--- config.mk ---
export PLATFORM = sky130hd
export DESIGN_NAME = flash_sp_ctrl
export DESIGN_NICKNAME = d
export VERILOG_FILES = /design/src/rtl/flash_sp_pkg.sv /design/src/rtl/flash_sp_ctrl.sv /design/src/rtl/flash_sp_lock_check.sv
export SDC_FILE = /design/constraint.sdc
export NUM_CORES = 1
export LEC_CHECK = 0
export BUFFER_PORTS_ARGS = -buffer_cell sky130_fd_sc_hd__buf_2
export CORE_MARGIN = 5
export CORE_UTILIZATION = 47
export DETAILED_ROUTE_END_ITERATION = 8
export GPL_TIMING_DRIVEN = 0
export PLACE_DENSITY = 0.84
export SLEW_MARGIN = 0
export SYNTH_ARGS = -nofsm -noshare
export SYNTH_HDL_FRONTEND = slang
export SYNTH_HIERARCHICAL = 1
export SYNTH_SLANG_ARGS = --single-unit
--- constraint.sdc ---
create_clock -name clk_sys_i -period 3.6 [get_ports clk_sys_i]
set_input_delay 0.18 -clock clk_sys_i [delete_from_list [all_inputs] [get_ports clk_sys_i]]
set_output_delay 0.18 -clock clk_sys_i [all_outputs]
set_load 0.02 [all_outputs]
--- src/rtl/flash_sp_pkg.sv ---
// Package: constants for the flash self-program section control block
package flash_sp_pkg;
   // ****************************************
   // Register map (APB byte addresses)
   // ****************************************
   localparam logic [7:0] ADDR_CTRL = 8'h00;
   localparam logic [7:0] ADDR_STATUS = 8'h04;
   localparam logic [7:0] ADDR_IRQ_STAT = 8'h08;
   localparam logic [7:0] ADDR_IRQ_MASK = 8'h0C;
   localparam logic [7:0] ADDR_LOCKS = 8'h10;
   // ****************************************
   // Field positions
   // ****************************************
   localparam int CTRL_CLR_BUSY = 0;
   localparam int STAT_BUSY = 0;
   localparam int STAT_HALT = 1;
   localparam int STAT_PROG = 2;
   localparam int IRQ_DONE = 0;
   localparam int IRQ_REFUSED = 1;
   localparam int IRQ_WIDTH = 2;
   localparam int LOCK_APP_LO = 0;
   localparam int LOCK_BOOT_LO = 2;
   // ****************************************
   // Reset values and lock encodings
   // ****************************************
   localparam logic [1:0] LOCK_RESET = 2'h3;
   localparam logic [1:0] LOCK_NONE = 2'h3;
   localparam logic [1:0] LOCK_NO_WRITE = 2'h2;
   localparam logic [1:0] LOCK_ALL = 2'h0;
   localparam logic [1:0] LOCK_NO_READ = 2'h1;
   localparam logic [IRQ_WIDTH-1:0] IRQ_MASK_RESET = 2'h0;
   // ****************************************
   // Timing
   // ****************************************
   localparam int CLK_PERIOD_PS = 5000;
   localparam int PAGE_OP_TIME_US = 4;
   localparam int PAGE_OP_CYCLES = (PAGE_OP_TIME_US * 1000000 + CLK_PERIOD_PS - 1) / CLK_PERIOD_PS;
   localparam int TIMER_W = 16;
endpackage

--- src/rtl/flash_sp_ctrl.sv ---
// Flash self-program section control: sections, locks, halt and busy flag
// Overview of operation
// - Program instruction starts an operation only when fetched from boot loader section.
// - From boot loader section, any page may be erased or written.
// - Boot-size fuses set the application/boot loader boundary.
// - Application lock bits protect the application section independently.
// - Boot loader lock bits protect the boot loader section independently.
// - Concurrent-section operation keeps the CPU running from the halting section.
// - Halting-section operation halts the CPU for its whole duration.
// - Concurrent section is not read during its programming.
// - Busy flag reads one while concurrent section is blocked.
// - Boot loader section always lies inside the halting section.
// - Halt decision follows the target address, not the fetch address.
// - Lock pair: 11 free, 10 no write, 00 no write or cross read, 01 no cross read.
// - Target address latched at start; pointer may be reused.
`timescale 1ns/1ps
module flash_sp_ctrl #(
   parameter int ADDR_W = 16,
   parameter int PAGE_W = 7,
   parameter logic [15:0] HALT_SECTION_START = 16'hE000,
   parameter int OP_CYCLES = flash_sp_pkg::PAGE_OP_CYCLES
) (
   input wire logic clk_sys_i,
   input wire logic rst_i,
   input wire logic psel_i,
   input wire logic penable_i,
   input wire logic pwrite_i,
   input wire logic [7:0] paddr_i,
   input wire logic [31:0] pwdata_i,
   output logic [31:0] prdata_o,
   output logic pready_o,
   output logic pslverr_o,
   input wire logic [1:0] boot_size_fuses_i,
   input wire logic store_program_instr_i,
   input wire logic [ADDR_W-1:0] exec_addr_i,
   input wire logic [ADDR_W-1:0] prog_pointer_i,
   input wire logic program_memory_load_instr_i,
   input wire logic [ADDR_W-1:0] load_addr_i,
   input wire logic [ADDR_W-1:0] fetch_addr_i,
   output logic cpu_halt_o,
   output logic fetch_blocked_o,
   output logic load_allowed_o,
   output logic flash_start_o,
   output logic [ADDR_W-1:0] flash_addr_o,
   output logic irq_o
);
   // ****************************************
   // Section decode
   // ****************************************
   // Boot start = top of space minus 1,2,4 or 8 units of one eighth of the halting section; all at or above HALT start
   function automatic logic [ADDR_W-1:0] boot_start(input logic [1:0] sz);
      logic [ADDR_W-1:0] unit;
      unit = ADDR_W'((({ADDR_W{1'b1}}) - HALT_SECTION_START + 1) >> 3);
      boot_start = ADDR_W'({ADDR_W{1'b1}} - ((unit << (2'h3 - sz)) - 1));
   endfunction

   function automatic logic in_boot(input logic [ADDR_W-1:0] a, input logic [1:0] sz);
      in_boot = (a >= boot_start(sz));
   endfunction

   function automatic logic in_halt_sec(input logic [ADDR_W-1:0] a);
      in_halt_sec = (a >= ADDR_W'(HALT_SECTION_START));
   endfunction

   typedef enum logic [1:0] {IDLE, PROG} state_e;

   localparam int TIMER_W_L = flash_sp_pkg::TIMER_W;
   state_e state;
   logic busy;
   logic op_halts;
   logic [TIMER_W_L-1:0] timer;
   logic [1:0] app_lock;
   logic [1:0] boot_lock;
   logic [flash_sp_pkg::IRQ_WIDTH-1:0] irq_stat;
   logic [flash_sp_pkg::IRQ_WIDTH-1:0] irq_mask;
   logic app_wr_ok;
   logic app_rd_ok;
   logic boot_wr_ok;
   logic boot_rd_ok;

   flash_sp_lock_check u_app_lock (
      .lock_bits_i(app_lock),
      .write_ok_o(app_wr_ok),
      .cross_read_ok_o(app_rd_ok)
   );
   flash_sp_lock_check u_boot_lock (
      .lock_bits_i(boot_lock),
      .write_ok_o(boot_wr_ok),
      .cross_read_ok_o(boot_rd_ok)
   );

   // ****************************************
   // Start qualification
   // ****************************************
   logic exec_in_boot;
   logic target_in_boot;
   logic target_wr_ok;
   logic start_ok;
   logic start_refused;
   always_comb begin
      exec_in_boot = in_boot(exec_addr_i, boot_size_fuses_i);
      target_in_boot = in_boot(prog_pointer_i, boot_size_fuses_i);
      target_wr_ok = target_in_boot ? boot_wr_ok : app_wr_ok;
      start_ok = store_program_instr_i && exec_in_boot && target_wr_ok && (state == IDLE);
      start_refused = store_program_instr_i && !start_ok;
   end

   // ****************************************
   // APB access
   // ****************************************
   logic wr_en;
   logic rd_en;
   logic addr_ok;
   logic clr_busy;
   assign pready_o = 1'b1;
   assign wr_en = psel_i && penable_i && pwrite_i;
   assign rd_en = psel_i && penable_i && !pwrite_i;
   assign clr_busy = wr_en && (paddr_i == flash_sp_pkg::ADDR_CTRL) && pwdata_i[flash_sp_pkg::CTRL_CLR_BUSY];

   always_comb begin
      addr_ok = (paddr_i == flash_sp_pkg::ADDR_CTRL) || (paddr_i == flash_sp_pkg::ADDR_STATUS) ||
                (paddr_i == flash_sp_pkg::ADDR_IRQ_STAT) || (paddr_i == flash_sp_pkg::ADDR_IRQ_MASK) ||
                (paddr_i == flash_sp_pkg::ADDR_LOCKS);
      pslverr_o = psel_i && penable_i && !addr_ok;
   end

   always_ff @(posedge clk_sys_i) begin
      if (rst_i) begin
         prdata_o <= 32'h0;
      end else if (psel_i && !penable_i && !pwrite_i) begin
         prdata_o <= 32'h0;
         if (paddr_i == flash_sp_pkg::ADDR_STATUS) begin
            prdata_o[flash_sp_pkg::STAT_BUSY] <= busy;
            prdata_o[flash_sp_pkg::STAT_HALT] <= cpu_halt_o;
            prdata_o[flash_sp_pkg::STAT_PROG] <= (state == PROG);
         end else if (paddr_i == flash_sp_pkg::ADDR_IRQ_STAT) begin
            prdata_o[flash_sp_pkg::IRQ_WIDTH-1:0] <= irq_stat;
         end else if (paddr_i == flash_sp_pkg::ADDR_IRQ_MASK) begin
            prdata_o[flash_sp_pkg::IRQ_WIDTH-1:0] <= irq_mask;
         end else if (paddr_i == flash_sp_pkg::ADDR_LOCKS) begin
            prdata_o[3:0] <= {boot_lock, app_lock};
         end
      end
   end

   // Lock bits may only be programmed (1 to 0) by software; release needs a reset
   always_ff @(posedge clk_sys_i) begin
      if (rst_i) begin
         app_lock <= flash_sp_pkg::LOCK_RESET;
         boot_lock <= flash_sp_pkg::LOCK_RESET;
      end else if (wr_en && paddr_i == flash_sp_pkg::ADDR_LOCKS) begin
         app_lock <= app_lock & pwdata_i[flash_sp_pkg::LOCK_APP_LO +: 2];
         boot_lock <= boot_lock & pwdata_i[flash_sp_pkg::LOCK_BOOT_LO +: 2];
      end
   end

   // ****************************************
   // Page operation sequencer
   // ****************************************
   always_ff @(posedge clk_sys_i) begin
      if (rst_i) begin
         state <= IDLE;
         timer <= '0;
         op_halts <= 1'b0;
         flash_addr_o <= '0;
         flash_start_o <= 1'b0;
      end else begin
         flash_start_o <= 1'b0;
         case (state)
            IDLE: begin
               if (start_ok) begin
                  state <= PROG;
                  flash_addr_o <= prog_pointer_i;
                  flash_start_o <= 1'b1;
                  op_halts <= in_halt_sec(prog_pointer_i);
                  timer <= TIMER_W_L'(OP_CYCLES - 1);
               end
            end
            default: begin
               if (timer == '0) begin
                  state <= IDLE;
                  op_halts <= 1'b0;
               end else begin
                  timer <= timer - 1'b1;
               end
            end
         endcase
      end
   end

   // Busy flag: set on concurrent-section start, sticky until software clear after completion
   always_ff @(posedge clk_sys_i) begin
      if (rst_i) begin
         busy <= 1'b0;
      end else if (start_ok && !in_halt_sec(prog_pointer_i)) begin
         busy <= 1'b1;
      end else if (clr_busy && state == IDLE) begin
         busy <= 1'b0;
      end
   end

   always_comb begin
      cpu_halt_o = (state == PROG) && op_halts;
      fetch_blocked_o = busy && !in_halt_sec(fetch_addr_i);
   end

   // Cross-section loads checked against the target section's lock bits
   logic ld_in_boot;
   always_comb begin
      ld_in_boot = in_boot(load_addr_i, boot_size_fuses_i);
      load_allowed_o = program_memory_load_instr_i && !(busy && !in_halt_sec(load_addr_i));
      if (ld_in_boot && !exec_in_boot && !boot_rd_ok) begin
         load_allowed_o = 1'b0;
      end
      if (!ld_in_boot && exec_in_boot && !app_rd_ok) begin
         load_allowed_o = 1'b0;
      end
   end

   // ****************************************
   // Interrupts
   // ****************************************
   logic done_evt;
   assign done_evt = (state == PROG) && (timer == '0);
   always_ff @(posedge clk_sys_i) begin
      if (rst_i) begin
         irq_stat <= '0;
         irq_mask <= flash_sp_pkg::IRQ_MASK_RESET;
      end else begin
         // Set beats write-one-to-clear in the same cycle
         irq_stat[flash_sp_pkg::IRQ_DONE] <= done_evt || (irq_stat[flash_sp_pkg::IRQ_DONE] &&
            !(wr_en && paddr_i == flash_sp_pkg::ADDR_IRQ_STAT && pwdata_i[flash_sp_pkg::IRQ_DONE]));
         irq_stat[flash_sp_pkg::IRQ_REFUSED] <= start_refused || (irq_stat[flash_sp_pkg::IRQ_REFUSED] &&
            !(wr_en && paddr_i == flash_sp_pkg::ADDR_IRQ_STAT && pwdata_i[flash_sp_pkg::IRQ_REFUSED]));
         if (wr_en && paddr_i == flash_sp_pkg::ADDR_IRQ_MASK) begin
            irq_mask <= pwdata_i[flash_sp_pkg::IRQ_WIDTH-1:0];
         end
      end
   end
   assign irq_o = |(irq_stat & irq_mask);
endmodule

--- src/rtl/flash_sp_lock_check.sv ---
// Lock-bit access checker for one flash section
`timescale 1ns/1ps
module flash_sp_lock_check (
   input wire logic [1:0] lock_bits_i,
   output logic write_ok_o,
   output logic cross_read_ok_o
);
   // Zero bit means programmed
   always_comb begin
      write_ok_o = 1'b1;
      cross_read_ok_o = 1'b1;
      case (lock_bits_i)
         flash_sp_pkg::LOCK_NONE: begin
         end
         flash_sp_pkg::LOCK_NO_WRITE: begin
            write_ok_o = 1'b0;
         end
         flash_sp_pkg::LOCK_ALL: begin
            write_ok_o = 1'b0;
            cross_read_ok_o = 1'b0;
         end
         default: begin
            cross_read_ok_o = 1'b0;
         end
      endcase
   end
endmodule

==> impl_results.md <==
- Status: finished clean
- Detailed Place HPWL: 4830 um
- EDFF count, synth: 0
- # setup viols final: 0
- Gate power share: 28.6%
- Cell Int Power: 0.0008858 W
- Vias in the first global route: 2318
- DR vias: 2440
- Aggregate global routing overflow: 0
- Switching power: 0.0004150 W
- Worst hold-check path type: input pin to flip-flop
- Die Span Y: 85.94 um
- Vias/cell: 4.890
- Initial antenna violation count: 0
- Mean Syn Cell Area: 8.771 sq um
- Layout Nets: 556
- Sw Ratio: 31.90%
- Sequential Power Share: 45.7%
- Final Max Tran Viols: 0
- Post-Route WL: 6078 um
- Clock root cell: clkbuf_8
- Placed Cells incl. Taps: 491
- Synthesized area: 0.002710 sq mm
- Depth of the CTS H-tree: 2
- Yosys top cell area share: 35.46%
- Non-Filler Instances: 499
- Max-slew headroom: 49.99%
- Number of routed nets with antenna violations: 0
- CP Max Fanout: 10
- Starting Density: 48.92%
- TritonCTS sink count: 48
- Core area: 0.005540 sq mm
- Worst setup EP type: flip-flop
- DRC viols: 0
- P&R area growth vs syn: 25.58%
- Req. time, crit path: 3780 ps
- I/O pins: 168
- Fin crit share: 72.38%
- RSZ-0062 raised after global routing: false
- Post-synth ARST share: 0%
- FF+latch count, synth: 48
- Fin worst setup slack: 994.2 ps
- Post-CTS setup repair buffer count: 0
- Final hold violation count: 0
- Total CTS buffers: 5
- Share of layout cells above drive strength 1: 29.04%
- Crit start category: input pin
- Dpl ws: 663.5 ps
- Crit path arrival time: 2780 ps
- Synth top area cells: dfxtp_1 35%, buf_4 8.0%, ha_1 7.8%
- Total track usage: 16.33%
- Hold Buf Count CTS: 0
- First-pass GRT wire length: 10010 um
- Top FF cell, synth: dfxtp_1
- Yosys cell types: 47
- Post_cts resized: 0
- Highest clock rate: 383.8 MHz
- Largest net degree at the start of global routing: 15
- Final critical-path required period: 2606 ps
- CTS tree: yes
- Seq/Total Area, Yosys: 35.46%
- Drt pass-1 iters: 5
- Max-cap viol count: 0
- # port buffers: 77
- Drt wl/cell: 12.18 um
- Initial drt markers: 126
- Leak: 1.576 nW
- # rows: 27
- Cells after Synth: 309
- # diodes: 0
- Worst Skew: 7.926 ps
- Worst-path clk slew: 80 ps
- Cell area power density: 382.2 mW/mm^2
- Final Util: 61.43%
- Die X: 85.94 um
- Synth warn: 6
- Filler cells: 500
- Largest area contributor in the netlist: dfxtp_1
- Total negative slack: 0 ps
- Maximum VDD drop: 252.6 uV
- Worst-Skew Late Latency: 300 ps
- CTS Buffer Depth: 2
- Worst-Margin Slew: 748.5 ps
- Die area: 0.007385 sq mm
- WS Path Type: input pin to flip-flop
- Final GP Congestion: 0.8396
- Clock share of power: 25.7%
-- cells in the mapped netlist (6+ instances only) --
| cell type | number |
|---|---|
| nand2b_1 | 9 |
| ha_1 | 17 |
| buf_4 | 29 |
| dfxtp_1 | 48 |
| clkbuf_1 | 12 |
| nand2_1 | 12 |
| nor2_1 | 43 |
| o21ai_0 | 11 |
| a21oi_1 | 19 |
| mux2i_1 | 18 |
| xnor2_1 | 7 |
| xor2_1 | 6 |
| nor3_1 | 12 |
| inv_1 | 7 |
-- area by class of cell --
cell class | instances | area, sq um | share of cell area [%]
plain buffers | 44 | 284.0 | 8.346
clock inverters | 1 | 7.507 | 0.2206
inverters | 7 | 26.28 | 0.7721
multi-input cells | 243 | 1563 | 45.92
flip-flops and latches | 48 | 960.9 | 28.24
repair buffers | 77 | 385.4 | 11.32
clock buffers | 7 | 86.33 | 2.537
well taps | 72 | 90.09 | 2.647
-- power by group through the flow --
stage               clock, W  combinational [W]  sequential (W)
floorplan                  0           0.000263        0.000616
global placement           0           0.000356        0.000603
detailed placement         0           0.000367        0.000605
CTS                 0.000343           0.000370        0.000594
global route        0.000366           0.000410        0.000601
finish              0.000335           0.000371        0.000595
-- state kept, by name, indices dropped and copies added, names as in the netlist --
| name | count |
|---|---|
| timer | 16 |
| irq_mask | 2 |
| app_lock | 2 |
| op_halts | 1 |
| busy | 1 |
| irq_stat | 2 |
| boot_lock | 2 |
| prdata_o | 4 |
| state | 1 |
| flash_addr_o | 16 |
| flash_start_o | 1 |
-- per-stage QoR --
| step | hold WS, ps | total power, W | area, sq um |
|---|---|---|---|
| final | 108.4 | 0.001301 | 3403 |
| after floorplan | 320.5 | 0.0008793 | 2834 |
| after global routing | 117.9 | 0.001376 | 3403 |
| after global placement | 412.1 | 0.0009589 | 3309 |
| after detailed placement | 423.0 | 0.0009724 | 3309 |
| after CTS | 102.3 | 0.001308 | 3403 |
-- worst paths after layout --
path / from / to / slack [ps] / cells past startpoint
setup / recovery: boot_size_fuses_i[1] / flash_addr_o[10] / 990 / 13
hold / removal: prog_pointer_i[7] / flash_addr_o[7] / 110 / 3
setup reg to reg: timer[7] / timer[4] / 1080 / 7
hold reg to reg: prdata_o[3] / prdata_o[3] / 480 / 2
-- placed cells by master, fill, tap and decap left out, drive strengths merged, types with 11 or more instances in the layout --
cell type	count
conb	35
o21ai	11
mux2i	18
clkbuf	19
buf	109
ha	17
a21oi	19
dfxtp	48
nor3	12
nor2	43
nand2	12
-- routing by layer --
metal	track usage, %	vias to the layer above	share of wire, %
li1	-	1254	-
met1	20.29	1084	42
met2	27.05	93	46
met3	4.707	9	9.8
met4	5.324	0	1.4
met5	0	-	0
-- critical path, cell delays in order --
cell      delay [ps]
buf_2            130
nand2_1          130
ha_1             320
inv_1            110
ha_1             240
o211ai_1         200
o211ai_1         140
a31oi_1          220
o221a_2          210
buf_2            270
buf_2            330
mux2i_1          220
nor2_1            60
-- cells by family (layout without fill, tap and decap cells) --
kind of cell	Yosys count	after routing	synth area share [%]
flip-flops	48	48	35.46
AO/OA/AOI/OAI	57	57	15.01
AND/OR/NAND/NOR	101	101	18.28
multiplexers	20	20	7.479
adder cells (fa/ha/maj)	17	17	7.848
XOR/XNOR	13	13	4.201
other	2	35	0.2771
buffers and inverters	51	136	11.45
No activity file was read; power rests on OpenSTA's default activity.
